--- src/design/tccc_map.svh ---
/*
 Register map, field positions and reset values of the timer
 capture/compare control block.
 Assumes it is included by bare name from the top module and the bench.
*/
`ifndef TCCC_MAP_SVH
`define TCCC_MAP_SVH
// Register indices; byte address is four times the index
`define TCCC_IDX_COUNT 6'h24
`define TCCC_IDX_SYSCTL 6'h26
`define TCCC_IDX_TOGGLE 6'h27
`define TCCC_IDX_ACTION 6'h28
`define TCCC_IDX_EDGE 6'h29
`define TCCC_IDX_STATUS 6'h30
`define TCCC_IDX_MASK 6'h31
// Field positions
`define TCCC_BIT_TIMER_ON 7
`define TCCC_BIT_FAST_CLR 4
`define TCCC_BIT_WRAP 7
// Reset values
`define TCCC_RST_COUNT 16'h0000
`define TCCC_RST_BYTE 8'h00
`define TCCC_COUNT_MAX 16'hffff
`endif

--- src/design/tccc_pkg.sv ---
/*
 Types shared by the timer capture/compare control block.
 Assumes nothing beyond the register map header.
*/
package tccc_pkg;
    // Pin action on compare, mode bit above level bit
    typedef enum logic [1:0] {
        TCCC_ACT_OFF = 2'b00,
        TCCC_ACT_TOGGLE = 2'b01,
        TCCC_ACT_LOW = 2'b10,
        TCCC_ACT_HIGH = 2'b11
    } tccc_act_t;
    // Capture edge choice, high select bit above low
    typedef enum logic [1:0] {
        TCCC_EDGE_NONE = 2'b00,
        TCCC_EDGE_RISE = 2'b01,
        TCCC_EDGE_FALL = 2'b10,
        TCCC_EDGE_ANY = 2'b11
    } tccc_edge_t;
endpackage : tccc_pkg

--- src/design/tccc_top.sv ---
/*
 Control part of a four channel 16-bit timer: counter, enable, fast flag
 clearing, overflow toggle, compare pin actions and capture edge select,
 with a classic Wishbone register slave and one level interrupt.
 Assumes a prescaler tick, compare match and force pulses and fast-clear
 access pulses from timer logic on the same clock; capture pins are async.
*/
// Register access over Wishbone was left to the implementer.
`include "tccc_map.svh"

module tccc_top (
    // Clock and reset
    input wire logic mclk,
    input wire logic rst_n,
    // Wishbone slave
    input wire logic wb_cyc_i,
    input wire logic wb_stb_i,
    input wire logic wb_we_i,
    input wire logic [7:0] wb_adr_i,
    input wire logic [3:0] wb_sel_i,
    input wire logic [31:0] wb_dat_i,
    output logic [31:0] wb_dat_o,
    output logic wb_ack_o,
    // Timer context
    input wire logic special_mode,
    input wire logic timer_tick,
    input wire logic [3:0] chan_is_compare,
    input wire logic [3:0] ch3_compare_mask,
    input wire logic [3:0] compare_match,
    input wire logic [3:0] force_compare,
    input wire logic [3:0] capture_read,
    input wire logic [3:0] compare_write,
    // Capture pins, asynchronous
    input wire logic [3:0] timer_channel_pin,
    // Results to the timer
    output logic [15:0] main_count,
    output logic [3:0] capture_strobe,
    output logic [3:0] compare_output_line,
    output logic [3:0] compare_output_oe,
    output logic [3:0] channel_event_flag,
    output logic wrap_flag,
    output logic irq
);
    import tccc_pkg::*;

    // Control registers
    logic timer_on; // Counter runs while set
    logic fast_flag_clear; // Access side-effect clearing
    logic [3:0] overflow_toggle_enable; // Per channel wrap toggle
    logic [7:0] output_pin_action; // Mode/level pairs
    logic [7:0] capture_edge_select; // Edge pairs
    logic [7:0] irq_mask; // Same layout as status

    // Bus decode
    logic acc; // Request taken this cycle
    logic wr; // Write taken this cycle
    logic [5:0] idx; // Word index
    logic [7:0] st_reg; // Status layout view
    logic [31:0] rd_data; // Read mux

    // Counter step signals
    logic cnt_wr; // Counter write accepted
    logic step; // Counter advances
    logic wrap; // Counter wraps this cycle

    // Capture synchroniser, edge history
    logic [3:0] pin_s1; // First stage, read by pin_s2 only
    logic [3:0] pin_s2; // Synchronised level
    logic [3:0] pin_s3; // Previous level

    // Event decode
    logic [3:0] cap_hit; // Capture edge seen
    logic [3:0] cmp_hit; // Real compare event
    logic [3:0] set_flag; // Flag set this cycle

    // Edge match for one channel
    function automatic logic edge_hit(input logic [1:0] sel, input logic prev, input logic now);
        tccc_edge_t e;
        e = tccc_edge_t'(sel);
        case (e)
            TCCC_EDGE_RISE: edge_hit = !prev && now;
            TCCC_EDGE_FALL: edge_hit = prev && !now;
            TCCC_EDGE_ANY: edge_hit = prev != now;
            default: edge_hit = 1'b0;
        endcase
    endfunction : edge_hit

    // Pin level after a compare action
    function automatic logic pin_after(input logic [1:0] pair, input logic cur);
        tccc_act_t a;
        a = tccc_act_t'(pair);
        case (a)
            TCCC_ACT_TOGGLE: pin_after = !cur;
            TCCC_ACT_LOW: pin_after = 1'b0;
            TCCC_ACT_HIGH: pin_after = 1'b1;
            default: pin_after = cur;
        endcase
    endfunction : pin_after

    // Request decode; one access per ack
    assign acc = wb_cyc_i && wb_stb_i && !wb_ack_o;
    assign wr = acc && wb_we_i;
    assign idx = wb_adr_i[7:2];

    // Counter loads only in special mode, low 16 bits
    assign cnt_wr = wr && idx == `TCCC_IDX_COUNT && special_mode;
    assign step = timer_on && timer_tick && !cnt_wr;
    assign wrap = step && main_count == `TCCC_COUNT_MAX;

    // Status view: channel flags low, wrap flag high
    always_comb begin
        st_reg = {wrap_flag, 3'h0, channel_event_flag};
    end

    // Read mux; unmapped words read zero
    always_comb begin
        rd_data = 32'h0;
        case (idx)
            `TCCC_IDX_COUNT: rd_data = {16'h0, main_count};
            `TCCC_IDX_SYSCTL: rd_data = {24'h0, timer_on, 2'h0, fast_flag_clear, 4'h0};
            `TCCC_IDX_TOGGLE: rd_data = {28'h0, overflow_toggle_enable};
            `TCCC_IDX_ACTION: rd_data = {24'h0, output_pin_action};
            `TCCC_IDX_EDGE: rd_data = {24'h0, capture_edge_select};
            `TCCC_IDX_STATUS: rd_data = {24'h0, st_reg};
            `TCCC_IDX_MASK: rd_data = {24'h0, irq_mask};
            default: rd_data = 32'h0;
        endcase
    end

    // Bus answer: ack one cycle after the request, data registered
    always_ff @(posedge mclk or negedge rst_n) begin
        if (!rst_n) begin
            wb_ack_o <= 1'b0;
            wb_dat_o <= 32'h0;
        end else begin
            wb_ack_o <= acc;
            if (acc) begin
                wb_dat_o <= rd_data;
            end
        end
    end

    // Control register writes, lane 0 carries the byte registers
    always_ff @(posedge mclk or negedge rst_n) begin
        if (!rst_n) begin
            timer_on <= 1'b0;
            fast_flag_clear <= 1'b0;
            overflow_toggle_enable <= 4'h0;
            output_pin_action <= `TCCC_RST_BYTE;
            capture_edge_select <= `TCCC_RST_BYTE;
            irq_mask <= `TCCC_RST_BYTE;
        end else if (wr && wb_sel_i[0]) begin
            case (idx)
                `TCCC_IDX_SYSCTL: begin
                    timer_on <= wb_dat_i[`TCCC_BIT_TIMER_ON];
                    fast_flag_clear <= wb_dat_i[`TCCC_BIT_FAST_CLR];
                end
                `TCCC_IDX_TOGGLE: overflow_toggle_enable <= wb_dat_i[3:0];
                `TCCC_IDX_ACTION: output_pin_action <= wb_dat_i[7:0];
                `TCCC_IDX_EDGE: capture_edge_select <= wb_dat_i[7:0];
                `TCCC_IDX_MASK: irq_mask <= {wb_dat_i[7], 3'h0, wb_dat_i[3:0]};
                default: ;
            endcase
        end
    end

    // Counter; a write loads at once, not aligned to the tick
    always_ff @(posedge mclk or negedge rst_n) begin
        if (!rst_n) begin
            main_count <= `TCCC_RST_COUNT;
        end else if (cnt_wr) begin
            // Byte lanes let software split the word, at its own risk
            if (wb_sel_i[0]) main_count[7:0] <= wb_dat_i[7:0];
            if (wb_sel_i[1]) main_count[15:8] <= wb_dat_i[15:8];
        end else if (step) begin
            main_count <= main_count + 16'h1;
        end
    end

    // Two-flop synchroniser plus history for edges
    always_ff @(posedge mclk or negedge rst_n) begin
        if (!rst_n) begin
            pin_s1 <= 4'h0;
            pin_s2 <= 4'h0;
            pin_s3 <= 4'h0;
        end else begin
            pin_s1 <= timer_channel_pin;
            pin_s2 <= pin_s1;
            pin_s3 <= pin_s2;
        end
    end

    // Event decode per channel
    always_comb begin
        for (int i = 0; i < 4; i++) begin
            cap_hit[i] = !chan_is_compare[i] &&
                edge_hit(capture_edge_select[2*i+1 -: 2], pin_s3[i], pin_s2[i]);
            // Forced compares never raise the flag
            cmp_hit[i] = chan_is_compare[i] && compare_match[i] && !force_compare[i];
        end
        set_flag = cap_hit | cmp_hit;
    end

    // Capture strobe to the capture registers
    always_ff @(posedge mclk or negedge rst_n) begin
        if (!rst_n) begin
            capture_strobe <= 4'h0;
        end else begin
            capture_strobe <= cap_hit;
        end
    end

    // Channel flags; a set in the clearing cycle wins
    always_ff @(posedge mclk or negedge rst_n) begin
        if (!rst_n) begin
            channel_event_flag <= 4'h0;
        end else begin
            for (int i = 0; i < 4; i++) begin
                if (set_flag[i]) begin
                    channel_event_flag[i] <= 1'b1;
                end else if (wr && wb_sel_i[0] && idx == `TCCC_IDX_STATUS && wb_dat_i[i]) begin
                    channel_event_flag[i] <= 1'b0;
                end else if (fast_flag_clear && (capture_read[i] || compare_write[i])) begin
                    channel_event_flag[i] <= 1'b0;
                end
            end
        end
    end

    // Wrap flag; any counter access clears it under fast clear
    always_ff @(posedge mclk or negedge rst_n) begin
        if (!rst_n) begin
            wrap_flag <= 1'b0;
        end else if (wrap) begin
            wrap_flag <= 1'b1;
        end else if (wr && wb_sel_i[0] && idx == `TCCC_IDX_STATUS && wb_dat_i[`TCCC_BIT_WRAP]) begin
            wrap_flag <= 1'b0;
        end else if (fast_flag_clear && acc && idx == `TCCC_IDX_COUNT) begin
            wrap_flag <= 1'b0;
        end
    end

    // Compare pin levels; wrap toggle first, then mask, then force or match alike
    always_ff @(posedge mclk or negedge rst_n) begin
        if (!rst_n) begin
            compare_output_line <= 4'h0;
        end else begin
            for (int i = 0; i < 4; i++) begin
                if (!chan_is_compare[i]) begin
                    // Capture channels leave the line alone
                end else if (wrap && overflow_toggle_enable[i]) begin
                    compare_output_line[i] <= !compare_output_line[i];
                end else if (ch3_compare_mask[i]) begin
                    // Masked channels take their data elsewhere
                end else if (force_compare[i] || compare_match[i]) begin
                    compare_output_line[i] <= pin_after(output_pin_action[2*i+1 -: 2],
                        compare_output_line[i]);
                end
            end
        end
    end

    // Drive enable from the stored pairs
    always_comb begin
        for (int i = 0; i < 4; i++) begin
            compare_output_oe[i] = chan_is_compare[i] && |output_pin_action[2*i+1 -: 2];
        end
    end

    // Interrupt, level while any unmasked status bit is set
    assign irq = |(st_reg & irq_mask);
endmodule : tccc_top

--- config.mk ---
export PLATFORM = sky130hd
export DESIGN_NAME = tccc_top
export DESIGN_NICKNAME = d
export VERILOG_FILES = /design/src/design/tccc_pkg.sv /design/src/design/tccc_top.sv
export VERILOG_INCLUDE_DIRS = /design/src /design/src/design
export SDC_FILE = /design/constraint.sdc
export NUM_CORES = 1
export LEC_CHECK = 0
export ABC_AREA = 1
export BUFFER_PORTS_ARGS = -buffer_cell sky130_fd_sc_hd__buf_4
export CAP_MARGIN = 5
export CORE_UTILIZATION = 52
export CTS_CLUSTER_SIZE = 16
export DETAILED_ROUTE_END_ITERATION = 10
export PLACE_DENSITY = 0.8
export SYNTH_ARGS = -nofsm -noshare
export SYNTH_HDL_FRONTEND = slang
export SYNTH_SLANG_ARGS = --single-unit
--- constraint.sdc ---
create_clock -name mclk -period 1.6 [get_ports mclk]
set_input_delay 0.08 -clock mclk [delete_from_list [all_inputs] [get_ports mclk]]
set_output_delay 0.08 -clock mclk [all_outputs]
set_load 0.02 [all_outputs]
==> run metrics <==
outcome=finished clean; clk sinks=85; Yosys reg bits=85; Setup crit start=main_count[1]; Net count, final=~880; area of the multi-input gates=0.00238 mm²; delay-heaviest family, CP=simple AND/OR/NAND/NOR gates; most frequent cells in the layout=nand2_1 (153), buf_4 (149), dfrtp_1 (82); pin count of the biggest net entering global routing=34; sequential power share=42.7%; diodes inserted=0; largest incremental delay on the critical path=approximately 0.40 ns; Top FF cell, synth=dfrtp_1; combinational fraction of design power=27.9%; Layout Utilization=about three quarters; Tcrit/Tclk final=a little over nine tenths; hold_sp=compare_write[0]; Netlist Area Pre-Place=~0.0049 mm²; DP HPWL=around 11,000 µm; area post-placement=0.00602 mm²; internal power=3740 µW; Cells after Synth=slightly above 600; GP Congestion=0.939; # fillers=roughly 700; vias in the first global route=between 4,000 and 5,000; Worst Path Required=1.87 ns; Syn-to-layout area delta=35.3%; Fin. Hold Viols=0; clock insertion delay at the later pin of the skew report=0.38 ns; boundary pin count=146; All-Layer GR Usage=30.8%; CTS Buffer Depth=2; Max-cap violations=0; post-synthesis sequential area ratio=43.7%; Clock power frac=around 30%; Yosys cell types=40; fin crit period=~1.6 ns; Switching Share=between 30% and 40%; worst min path class=in2reg; final worst setup slack=0.0282 ns; # DRC=0; die area=0.00975 mm²; Core ar.=0.00889 mm²; final cell count without fillers=895; Worst Skew=between 0.008 and 0.009 ns; layout cell share with drive strength beyond 1=28.2%; EDFF count, synth=0; fin area=~0.0066 mm²; Post-DRT Antenna Nets=0; mean post-synth cell area=8.02 µm²; commonest non-fill, non-tap cell in the layout=nand2_1; worst r2r src=main_count[1]; root buffer cell=clkbuf_8; CP Buf/Inv Count=0; P per Cell Area=868 mW/mm²; CTS Buf Count=9; Die Wd=98.7 µm; via-per-instance ratio=between 5 and 6; Async SR Flop Fraction=100%; Startpoint Class=register; switching pwr=1970 µW; CTS tree=done; Initial Util=54.7%; Die Height=98.7 µm; Crit Path Max Fanout=7; DRT Pass-1 Iters=5; vias=5,012; Finish-stage setup viols=0; Critical Path Slowest Stage Cell=dfrtp_2; Setup WS pre-CTS=-0.0232 ns; crit-path cells=ha_4, nand2_4, nor2_4, nand2_2, nor2_4, nand4_1, nand2_1, nand2_1, nand2_1, nand2_1; Setup Crit Path Kind=reg2reg; first-pass GRT wire length=23,000 µm; Placed Instances=851; grt ovf=0; crit path DAT=1.85 ns; YS warnings=0; Worst-path clk slew=0.10 ns; number of DRC markers in iteration 0=between 300 and 400; drt wl/cell=16.4 µm; wirelength, routed=14,700 µm; Seq. cell area=0.00213 mm²; I/O Buffers=roughly 110; setup tns final=0 ns; std cell rows=34; H-Tree Depth=3; unrepaired setup endpoints after global routing=yes; maximum vdd drop=0.514 mV; crit-path most repeated cell=nand2_1; Slew Limit Fails=0; crit path capture type=register; initial antenna violation count=0; Max Clk Rate=636 MHz; Lkg Pwr=0.00344 µW
repair_timing:
action                                  CTS  global route
hold buffers                             22             0
hold endpoints to repair                 50             0
endpoints found under the setup margin   19            47
resized for setup                         1            26
buffers inserted                          0             6
pin swaps                                 1            12
layer usage:
layer | part of all wire (%) | GRT usage (%) | vias to the layer above | routed length [µm]
met3 | 7.8 | 4.61 | 28 | 1150
met1 | 41 | 41.3 | 2404 | 6070
li1 | - | - | 2305 | -
met2 | 49 | 51.2 | 275 | 7140
met4 | 2.2 | 10.7 | 0 | 318
met5 | 0 | 0 | - | 0
cell type report:
type                            instances  area share, %
Multi-Input combinational cell        431           36.2
Sequential cell                        85           32.4
Timing Repair Buffer                  175           21.6
Inverter                               80           4.62
Tap cell                              108           2.05
Clock buffer                            9           1.88
Clock inverter                          7           1.35
power by group through the flow:
stage / Sequential (µW) / Combinational (µW) / Clock [µW]
after floorplan: 2620 / 548 / 0
after global placement: 2460 / 1390 / 0
after detailed placement: 2470 / 1420 / 0
after CTS: 2420 / 1470 / 1690
after global routing: 2450 / 1710 / 1780
final: 2440 / 1600 / 1680
worst paths after layout:
kind	endpoint	slack, ns	cells past startpoint
setup / recovery	compare_output_line[0]	0.03	10
hold / removal	channel_event_flag[0]	0.008	4
setup reg to reg	compare_output_line[0]	0.03	10
hold reg to reg	pin_s2[1]	0.36	0
max in group asynchronous	output_pin_action[1]	0.81	3
min in group asynchronous	pin_s2[2]	0.20	2
registers in the layout, indices dropped and copies added (netlist names):
| register | cells |
|---|---|
| pin_s2 | 4 |
| overflow_toggle_enable | 4 |
| pin_s1 | 4 |
| pin_s3 | 4 |
| main_count | 16 |
| output_pin_action | 8 |
| wb_dat_o | 16 |
| channel_event_flag | 4 |
| fast_flag_clear | 1 |
| compare_output_line | 4 |
| wrap_flag | 1 |
| irq_mask | 5 |
| capture_strobe | 4 |
| timer_on | 1 |
| wb_ack_o | 1 |
| capture_edge_select | 8 |
cells in the mapped netlist (7+ instances only):
cell type | n | share of area, %
ha_1 | 15 | 3.9
nand3_1 | 26 | 2.7
a21oi_1 | 28 | 2.9
o21ai_1 | 10 | 1.0
nand4_1 | 16 | 2.1
o21ai_0 | 55 | 5.7
nor2_1 | 40 | 3.1
o31ai_1 | 7 | 1.1
dfrtp_1 | 85 | 44
o22ai_1 | 8 | 1.0
inv_1 | 77 | 5.9
nand2_1 | 156 | 12
buf_4 | 17 | 2.6
cell families (layout without fill, tap and decap cells):
| group | Yosys count | in the layout | share of synthesized area, % |
|---|---|---|---|
| DFF | 85 | 85 | 43.7 |
| xor gates and xnor gates | 3 | 3 | 0.540 |
| other | 1 | 16 | 0.0771 |
| buffers and inverters | 106 | 271 | 10.2 |
| and+or+nand+nor | 269 | 269 | 26.3 |
| AOI/OAI and AO/OA | 128 | 128 | 15.3 |
| adders and majority gates | 15 | 15 | 3.86 |
worst reg2reg max path, cell delays in order (launching register included):
cell	delay, ns
dfrtp_2	0.40
ha_4	0.16
nand2_4	0.05
nor2_4	0.12
nand2_2	0.08
nor2_4	0.21
nand4_1	0.17
nand2_1	0.11
nand2_1	0.05
nand2_1	0.06
nand2_1	0.06
per-stage QoR:
step	total power [µW]	hold WS [ns]
global placement	3850	0.0612
floorplan	3170	-0.216
finish	5710	0.00798
CTS	5580	0.00276
global route	5940	0.00465
detailed placement	3890	0.0638
No activity file was read; power rests on OpenSTA's default activity.
